<file path="src/include/cpag_defs.svh">
`ifndef CPAG_DEFS_SVH
`define CPAG_DEFS_SVH

// ====================================================================
// register indices, byte address is four times the index
`define CPAG_IDX_CONFIG 8'h00
`define CPAG_IDX_BASE_LO 8'h19
`define CPAG_IDX_BASE_HI 8'h1A
`define CPAG_IDX_CURSOR_LO 8'h1C
`define CPAG_IDX_CURSOR_HI 8'h1D
`define CPAG_IDX_COMMAND 8'h20
`define CPAG_IDX_PARAM 8'h21
`define CPAG_IDX_STATUS 8'h22

// ====================================================================
// field positions
`define CPAG_BIT_SOURCE 0
`define CPAG_BIT_HEIGHT 2
`define CPAG_BIT_ST_WRITE 0
`define CPAG_BIT_ST_DIR 1
`define CPAG_BIT_ST_WAIT 3

// ====================================================================
// command codes
`define CPAG_CMD_SET_BASE 8'h5C
`define CPAG_CMD_CURSOR_LOAD 8'h46
`define CPAG_CMD_MEM_WRITE 8'h42
`define CPAG_CMD_STEP_FIRST 8'h4C
`define CPAG_CMD_STEP_LAST 8'h4F

// ====================================================================
// reset values
`define CPAG_RST_SOURCE 1'h0
`define CPAG_RST_HEIGHT 1'h0
`define CPAG_RST_BASE 16'h0000
`define CPAG_RST_CURSOR 16'h0000
`define CPAG_RST_DIR 2'h0

// ====================================================================
// glyph geometry and code ranges
`define CPAG_GLYPH_W 5
`define CPAG_GLYPH_H 7
`define CPAG_FIXED_COUNT 160
`define CPAG_RAM_CHARS 64
`define CPAG_RAM_LO_FIRST 8'h80
`define CPAG_RAM_LO_LAST 8'h9F
`define CPAG_RAM_HI_FIRST 8'hE0
`define CPAG_FIXED_LO_FIRST 8'h20
`define CPAG_FIXED_HI_FIRST 8'hA0
`define CPAG_FIXED_HI_LAST 8'hDF

`endif

</file>
<file path="src/include/cpag_pkg.sv">
package cpag_pkg;

    // ================================================================
    // command sequencer
    typedef enum logic [2:0] {
        CPAG_IDLE,
        CPAG_BASE_LO,
        CPAG_BASE_HI,
        CPAG_CSR_LO,
        CPAG_CSR_HI,
        CPAG_WRITE
    } cpag_cmd_e;

    // ================================================================
    // carriers
    typedef struct packed {
        logic req;
        logic [7:0] code;
        logic [3:0] row;
    } cpag_fetch_req_s;

    typedef struct packed {
        logic valid;
        logic from_ram;
        logic [15:0] addr;
        logic [7:0] rom_row;
    } cpag_fetch_rsp_s;

    typedef struct packed {
        logic wr;
        logic [15:0] addr;
        logic [7:0] data;
    } cpag_mem_wr_s;

endpackage

</file>
<file path="src/logic/cpag_addr_calc.sv">
`timescale 1ns/1ps
`include "cpag_defs.svh"

module cpag_addr_calc
    import cpag_pkg::*;
(
    input wire logic [15:0] base,
    input wire logic [7:0] code,
    input wire logic [3:0] row,
    input wire logic tall_font,
    input wire logic use_fixed,
    output logic [15:0] addr,
    output logic from_ram
);

    function automatic logic ram_code(input logic [7:0] c);
        ram_code = (c >= `CPAG_RAM_LO_FIRST && c <= `CPAG_RAM_LO_LAST)
                   || (c >= `CPAG_RAM_HI_FIRST);
    endfunction

    logic [15:0] offset;

    always_comb
    begin
        if (tall_font)
        begin
            offset = {4'h0, code, 4'h0} + {12'h000, row};
        end
        else
        begin
            offset = {5'h00, code, 3'h0} + {13'h0000, row[2:0]};
        end
        // carry out of bit 15 is dropped by the 16-bit target
        addr = base + offset;
        // 32 + 32 codes go to pattern ram beside the fixed set
        from_ram = !use_fixed || ram_code(code);
    end

endmodule

</file>
<file path="src/logic/cpag_glyph_store.sv">
`timescale 1ns/1ps
`include "cpag_defs.svh"

module cpag_glyph_store
    import cpag_pkg::*;
(
    input wire logic [7:0] code,
    input wire logic [3:0] row,
    output logic [7:0] row_bits
);

    // stand-in bitmap; replace this function body with the real font table
    function automatic logic [`CPAG_GLYPH_W-1:0] glyph_bits(
        input logic [7:0] c,
        input logic [2:0] r
    );
        glyph_bits = c[4:0] ^ {r, r[1:0]};
    endfunction

    function automatic logic fixed_code(input logic [7:0] c);
        fixed_code = (c >= `CPAG_FIXED_LO_FIRST && c < `CPAG_RAM_LO_FIRST)
                     || (c >= `CPAG_FIXED_HI_FIRST && c <= `CPAG_FIXED_HI_LAST);
    endfunction

    always_comb
    begin
        row_bits = 8'h00;
        // 96 + 64 codes hold a 5 x 7 glyph, the rest are blank
        if (fixed_code(code) && row < 4'(`CPAG_GLYPH_H))
        begin
            // left-justified, blank columns and rows pad the 8 x 16 cell
            row_bits = {glyph_bits(code, row[2:0]), 3'h0};
        end
    end

endmodule

</file>
<file path="src/logic/cpag_char_pattern.sv">
`timescale 1ns/1ps
`include "cpag_defs.svh"

// ====================================================================
// character pattern address generator
// ====================================================================

// Operation
// fixed glyph store gives glyphs five pixels wide, seven tall.
// fixed glyph store holds 160 predefined characters.
// with fixed store in use, 64 pattern ram characters also display.
// fixed glyphs are padded with blank space to fill up to 8 x 16.
// pattern ram glyphs are 8 x 8 when height bit is 0, else 8 x 16.
// with fixed store selected, pattern ram may sit anywhere in memory.
// row address is base plus positioned code plus row index.
// short fonts put code at bits 10..3 and row at bits 2..0.
// tall fonts put code at bits 11..4 and row at bits 3..0.
// row index width follows glyph height: 3 bits up to 8 lines.
// codes 80h-9Fh and E0h-FFh use pattern ram, others fixed store.
// without fixed store all codes use pattern ram; host sets base zero.
// command 5Ch takes low then high byte of the sixteen-bit base.
// command 4Ch makes the cursor step one address right per access.
// command 46h takes low then high byte of the cursor address.
// after command 42h each parameter byte is stored as the next row.
// every memory access moves the cursor by the selected step.
// source select bit of the config register picks the fixed store.
// the address sum wraps at sixteen bits, carry discarded.
module cpag_char_pattern
    import cpag_pkg::*;
#(
    parameter logic [15:0] CURSOR_PITCH = 16'h0080
)
(
    input wire logic MCLK,
    input wire logic RST,
    input wire logic PSEL,
    input wire logic PENABLE,
    input wire logic PWRITE,
    input wire logic [11:0] PADDR,
    input wire logic [31:0] PWDATA,
    output logic [31:0] PRDATA,
    output logic PREADY,
    output logic PSLVERR,
    input wire cpag_fetch_req_s FETCH_IN,
    output cpag_fetch_rsp_s FETCH_OUT,
    output cpag_mem_wr_s MEM_OUT
);

    // ================================================================
    // elaboration checks
    if (CURSOR_PITCH == 16'h0000)
    begin : g_pitch_check
        $error("cursor pitch must not be zero");
    end

    // ================================================================
    // state
    cpag_cmd_e state;
    cpag_cmd_e next_state;
    logic source;
    logic next_source;
    logic height;
    logic next_height;
    logic [15:0] base;
    logic [15:0] next_base;
    logic [15:0] cursor;
    logic [15:0] next_cursor;
    logic [1:0] dir;
    logic [1:0] next_dir;
    cpag_mem_wr_s mem;
    cpag_mem_wr_s next_mem;

    logic [31:0] prdata;
    logic [31:0] next_prdata;
    logic pready;
    logic next_pready;
    logic pslverr;
    logic next_pslverr;

    cpag_fetch_rsp_s fetch;
    cpag_fetch_rsp_s next_fetch;

    logic setup;
    logic wr_commit;
    logic [7:0] widx;
    logic [7:0] wbyte;
    logic [15:0] calc_addr;
    logic calc_from_ram;
    logic [7:0] rom_row;

    // ================================================================
    // decoding helpers
    function automatic logic reg_known(input logic [11:0] a);
        logic ok;
        ok = 1'b0;
        if (a[11:10] == 2'h0 && a[1:0] == 2'h0)
        begin
            unique case (a[9:2])
                `CPAG_IDX_CONFIG,
                `CPAG_IDX_BASE_LO,
                `CPAG_IDX_BASE_HI,
                `CPAG_IDX_CURSOR_LO,
                `CPAG_IDX_CURSOR_HI,
                `CPAG_IDX_COMMAND,
                `CPAG_IDX_PARAM,
                `CPAG_IDX_STATUS:
                    ok = 1'b1;
                default:
                    ok = 1'b0;
            endcase
        end
        reg_known = ok;
    endfunction

    function automatic logic [15:0] step_cursor(
        input logic [15:0] c,
        input logic [1:0] d
    );
        logic [15:0] r;
        r = c;
        unique case (d)
            2'h0: r = c + 16'h0001;
            2'h1: r = c - 16'h0001;
            2'h2: r = c - CURSOR_PITCH;
            2'h3: r = c + CURSOR_PITCH;
        endcase
        step_cursor = r;
    endfunction

    function automatic logic [7:0] read_byte(input logic [7:0] idx);
        logic [7:0] v;
        v = 8'h00;
        unique case (idx)
            `CPAG_IDX_CONFIG:
            begin
                v[`CPAG_BIT_SOURCE] = source;
                v[`CPAG_BIT_HEIGHT] = height;
            end
            `CPAG_IDX_BASE_LO: v = base[7:0];
            `CPAG_IDX_BASE_HI: v = base[15:8];
            `CPAG_IDX_CURSOR_LO: v = cursor[7:0];
            `CPAG_IDX_CURSOR_HI: v = cursor[15:8];
            `CPAG_IDX_STATUS:
            begin
                v[`CPAG_BIT_ST_WRITE] = (state == CPAG_WRITE);
                v[`CPAG_BIT_ST_DIR +: 2] = dir;
                v[`CPAG_BIT_ST_WAIT] = (state != CPAG_IDLE) && (state != CPAG_WRITE);
            end
            default: v = 8'h00;
        endcase
        read_byte = v;
    endfunction

    // ================================================================
    // apb slave
    // answer is prepared in the setup cycle so that every bus output
    // comes from a flip-flop and the access phase still needs no wait
    assign setup = PSEL && !PENABLE;
    assign wr_commit = PSEL && PENABLE && pready && PWRITE && !pslverr;
    assign widx = PADDR[9:2];
    assign wbyte = PWDATA[7:0];

    always_comb
    begin
        next_pready = setup;
        next_pslverr = setup && !reg_known(PADDR);
        next_prdata = 32'h0000_0000;
        if (setup && !PWRITE && reg_known(PADDR))
        begin
            next_prdata = {24'h00_0000, read_byte(widx)};
        end
    end

    always_ff @(posedge MCLK or posedge RST)
    begin
        if (RST)
        begin
            pready <= 1'b0;
            pslverr <= 1'b0;
            prdata <= 32'h0000_0000;
        end
        else
        begin
            pready <= next_pready;
            pslverr <= next_pslverr;
            prdata <= next_prdata;
        end
    end

    assign PREADY = pready;
    assign PSLVERR = pslverr;
    assign PRDATA = prdata;

    // ================================================================
    // configuration, command sequencer and memory writes
    always_comb
    begin
        next_state = state;
        next_source = source;
        next_height = height;
        next_base = base;
        next_cursor = cursor;
        next_dir = dir;
        next_mem = mem;
        next_mem.wr = 1'b0;
        if (wr_commit)
        begin
            unique case (widx)
                `CPAG_IDX_CONFIG:
                begin
                    next_source = wbyte[`CPAG_BIT_SOURCE];
                    next_height = wbyte[`CPAG_BIT_HEIGHT];
                end
                `CPAG_IDX_BASE_LO: next_base[7:0] = wbyte;
                `CPAG_IDX_BASE_HI: next_base[15:8] = wbyte;
                `CPAG_IDX_CURSOR_LO: next_cursor[7:0] = wbyte;
                `CPAG_IDX_CURSOR_HI: next_cursor[15:8] = wbyte;
                `CPAG_IDX_COMMAND:
                begin
                    // a new command always ends the one in progress
                    next_state = CPAG_IDLE;
                    if (wbyte == `CPAG_CMD_SET_BASE)
                    begin
                        next_state = CPAG_BASE_LO;
                    end
                    else if (wbyte == `CPAG_CMD_CURSOR_LOAD)
                    begin
                        next_state = CPAG_CSR_LO;
                    end
                    else if (wbyte == `CPAG_CMD_MEM_WRITE)
                    begin
                        next_state = CPAG_WRITE;
                    end
                    else if (wbyte >= `CPAG_CMD_STEP_FIRST && wbyte <= `CPAG_CMD_STEP_LAST)
                    begin
                        // 4Ch gives step +1, the others left, up, down
                        next_dir = wbyte[1:0];
                    end
                end
                `CPAG_IDX_PARAM:
                begin
                    unique case (state)
                        CPAG_IDLE:
                        begin
                            next_state = CPAG_IDLE;
                        end
                        CPAG_BASE_LO:
                        begin
                            next_base[7:0] = wbyte;
                            next_state = CPAG_BASE_HI;
                        end
                        CPAG_BASE_HI:
                        begin
                            next_base[15:8] = wbyte;
                            next_state = CPAG_IDLE;
                        end
                        CPAG_CSR_LO:
                        begin
                            next_cursor[7:0] = wbyte;
                            next_state = CPAG_CSR_HI;
                        end
                        CPAG_CSR_HI:
                        begin
                            next_cursor[15:8] = wbyte;
                            next_state = CPAG_IDLE;
                        end
                        CPAG_WRITE:
                        begin
                            // one byte is one glyph row, rows ascend with the cursor
                            next_mem.wr = 1'b1;
                            next_mem.addr = cursor;
                            next_mem.data = wbyte;
                            next_cursor = step_cursor(cursor, dir);
                        end
                    endcase
                end
                default:
                begin
                    next_state = state;
                end
            endcase
        end
    end

    always_ff @(posedge MCLK or posedge RST)
    begin
        if (RST)
        begin
            state <= CPAG_IDLE;
            source <= `CPAG_RST_SOURCE;
            height <= `CPAG_RST_HEIGHT;
            base <= `CPAG_RST_BASE;
            cursor <= `CPAG_RST_CURSOR;
            dir <= `CPAG_RST_DIR;
            mem <= '0;
        end
        else
        begin
            state <= next_state;
            source <= next_source;
            height <= next_height;
            base <= next_base;
            cursor <= next_cursor;
            dir <= next_dir;
            mem <= next_mem;
        end
    end

    assign MEM_OUT = mem;

    // ================================================================
    // glyph fetch for the display scan
    // the base is used as written; software keeps it zero when the
    // fixed store is off, the logic does not force it
    cpag_addr_calc u_addr_calc
    (
        .base(base),
        .code(FETCH_IN.code),
        .row(FETCH_IN.row),
        .tall_font(height),
        .use_fixed(!source),
        .addr(calc_addr),
        .from_ram(calc_from_ram)
    );

    cpag_glyph_store u_glyph_store
    (
        .code(FETCH_IN.code),
        .row(FETCH_IN.row),
        .row_bits(rom_row)
    );

    always_comb
    begin
        next_fetch = fetch;
        next_fetch.valid = FETCH_IN.req;
        if (FETCH_IN.req)
        begin
            next_fetch.from_ram = calc_from_ram;
            next_fetch.addr = calc_addr;
            next_fetch.rom_row = calc_from_ram ? 8'h00 : rom_row;
        end
    end

    always_ff @(posedge MCLK or posedge RST)
    begin
        if (RST)
        begin
            fetch <= '0;
        end
        else
        begin
            fetch <= next_fetch;
        end
    end

    assign FETCH_OUT = fetch;

endmodule

</file>
<file path="config.mk">
export PLATFORM = sky130hd
export DESIGN_NAME = cpag_char_pattern
export DESIGN_NICKNAME = d
export VERILOG_FILES = /design/src/include/cpag_pkg.sv /design/src/logic/cpag_addr_calc.sv /design/src/logic/cpag_glyph_store.sv /design/src/logic/cpag_char_pattern.sv
export VERILOG_INCLUDE_DIRS = /design/src /design/src/include
export SDC_FILE = /design/constraint.sdc
export NUM_CORES = 1
export LEC_CHECK = 0
export BUFFER_PORTS_ARGS = -buffer_cell sky130_fd_sc_hd__buf_4
export CORE_MARGIN = 4
export CORE_UTILIZATION = 55
export DETAILED_ROUTE_END_ITERATION = 10
export MAX_ROUTING_LAYER = met4
export PLACE_DENSITY_LB_ADDON = 0.3
export SLEW_MARGIN = 20
export SYNTH_ARGS = -nofsm -noshare
export SYNTH_HDL_FRONTEND = slang
export SYNTH_SLANG_ARGS = --single-unit
</file>
<file path="constraint.sdc">
create_clock -name MCLK -period 3.75 [get_ports MCLK]
set_clock_uncertainty 0.2 [all_clocks]
set_input_delay 0.75 -clock MCLK [delete_from_list [all_inputs] [get_ports MCLK]]
set_output_delay 0.75 -clock MCLK [all_outputs]
set_load 0.01 [all_outputs]
</file>
==> flow_summary.ini <==
[power_and_ir_drop]
p_per_area_nw_per_um2 = 302
swShare = 0.267
combPwrFrac = 0.105
clockPowerShare = 0.415
ir_drop_mv = 0.280
internal_power_mw = 1.66
p_sw_uw = 603
p_seq_frac = 0.480
leakagePower_nw = 3.43

[global_routing]
gr-usage-met2 = 0.402
antenna_found_initial = 0
grt_pass1_wl_microns = 28100
grt_max_degree = 47
busiest_layer = met2
grt_use_met3 = 0.0383
grt_use_total = 0.274
grt_pass1_vias = 5363
grt_overflow = 0
globalRouteMet1Util = 0.385

[floorplanning]
initial_utilization = 0.562
fp.dieW_microns = 116
die_h_microns = 116
core_sq_um = 11500
rows = 39
ios = 147
dieArea_sq_um = 13500

[timing]
setup_viol = 0
relSlewSlack = 0.440
slew_violations = 0
fin_setup_tns_ps = 0
fin_crit_ps = 3410
tightest_slew_ps = 835
hold_viol = 0
fmax_ghz = 0.293
post-route-period-util = 0.910
rsz0062_at_grt = false

[place]
port_buffers = 95
hpwl_microns = 13200
gp_congestion = 1.01

[clock_tree]
ctsResizeCount = 0
tritoncts = yes
clk_latency_ps = 360
post_cts_buffers = 0
clk_pin_slew_ps = 70
root_buffer = clkbuf_16
hold_buffers = 0
cts_buffer_depth = 2
numCtsBuffers = 9
htree_levels = 3
clkSinkCount = 97

[logic_synthesis]
syn_area_sq_um = 6450
yosys-top-cells-count = dfrtp_1 (97), mux2_2 (50), nor2_1 (48)
yosysSeqAreaShare = 0.376
syn_inst = 666
async_flop_share = 1.00
synth_cell_types = 78
synth-seq-cells = 97
synth_warnings = 0
synth.avg_cell_area_sq_um = 9.68
yosys.area.top_type = dfrtp_1
yosysTopAreaCellShare = 0.376
synthTopCellsByArea = dfrtp_1 (38%), mux2_2 (8.7%), ha_1 (3.9%)
synth_ff_type = dfrtp_1
yosysMostFrequentCell = dfrtp_1
synth-edff-count = 0

[critical_path]
critical_path_class = reg -> reg
reg2reg_depth = 9
start_kind = register
cp-end-kind = register
cp_max_fo = 11
crit_arrival_ps = 3450
cp.required_ps = 3790

[layout]
antenna_cells = 0
syn2layout_area_growth_pct = 15.8
finalNetCount = 831
finish.utilization = 0.651
layout-drive-gt1-share = 0.251

[route]
wirelength_microns = 17800
firstDrtPassIters = 5
wl_per_cell_microns = 19.9
via_per_inst = 6.28
drc = 0
antenna_left = 0
drt_iter0_drc = 576
route.vias.total = 5623

[status]
status = completed

[flow_run]
max-cap-violations = 0

[hold_path]
worstHoldPathType = in -> async
sequential cells by signal (all words and copies together), names as in the netlist:
register / count
FETCH_OUT: 23
MEM_OUT: 25
PRDATA: 8
PREADY: 1
PSLVERR: 1
base: 16
cursor: 16
dir: 2
height: 1
source: 1
state: 3
metrics by stage:
step / power (mW) / hold slack [ps] / cells / worst slack [ps] / instance area [sq um]
global route: 2.34 / 306 / 895 / 129 / 7470
global placement: 1.33 / 272 / 879 / 315 / 7170
finish: 2.26 / 274 / 895 / 337 / 7470
floorplan: 1.25 / 306 / 692 / 266 / 6550
detailed placement: 1.34 / 275 / 879 / 165 / 7170
CTS: 2.27 / 290 / 895 / 381 / 7470
path summary, 6_finish.rpt:
kind	startpoint	endpoint	slack, ps
max	height	FETCH_OUT[20]	340
min reg2reg	FETCH_OUT[14]	FETCH_OUT[14]	290
max reg2reg	height	FETCH_OUT[20]	340
max in group asynchronous	RST	base[6]	2280
min	RST	dir[0]	270
min in group MCLK	FETCH_OUT[14]	FETCH_OUT[14]	290
final cells by class:
| class | count | area [sq um] |
|---|---|---|
| inverter | 10 | 40.0 |
| sequential | 97 | 2430 |
| clock buffer | 10 | 239 |
| tap | 143 | 179 |
| multi-input combinational | 521 | 3710 |
| clock inverter | 6 | 57.6 |
| timing repair buffer | 108 | 811 |
| fill | 921 | 4000 |
critical path, cell delays in order, from the launching register on:
cell	delay [ps]
dfrtp_1	580
mux2_2	390
ha_1	340
nand2_1	90
o21bai_1	160
a21boi_0	420
o21ai_0	290
o21ai_0	430
xor2_1	110
mux2_2	280
layer usage:
layer,wire (microns),up-vias
met5,0,-
met4,484,0
met3,1510,33
met2,7890,281
met1,7930,2738
li1,-,2571
power by group through the flow:
stage | combinational, mW | clock (mW) | sequential, mW
6_report | 0.237 | 0.937 | 1.08
5_1_grt | 0.261 | 0.996 | 1.09
4_1_cts | 0.238 | 0.949 | 1.08
3_5_place_dp | 0.237 | 0 | 1.10
3_3_place_gp | 0.230 | 0 | 1.10
2_1_floorplan | 0.137 | 0 | 1.11
layout by cell type (no fill, tap or decap), types with 10 or more instances in the layout:
cell,instances
buf_4,108
conb_1,27
nand4_1,11
nand2_1,38
xnor2_1,22
mux2_1,11
a31oi_1,16
xor2_1,12
ha_1,20
nor3_1,12
nand3_1,17
mux2_2,50
a21oi_1,41
mux2i_1,11
nor2_1,48
o21ai_0,22
o21a_1,11
dfrtp_1,97
or3_1,11
a22oi_1,15
a21o_1,10
cell families after synthesis:
| group | synth area share |
|---|---|
| and+or+nand+nor | 0.163 |
| xor gates and xnor gates | 0.0462 |
| DFF | 0.376 |
| muxes | 0.124 |
| adders and majority gates | 0.0466 |
| other | 0.000582 |
| AOI/OAI and AO/OA | 0.180 |
| buffers and inverters | 0.0631 |
Note: power is estimated with default switching activity, not from simulation.
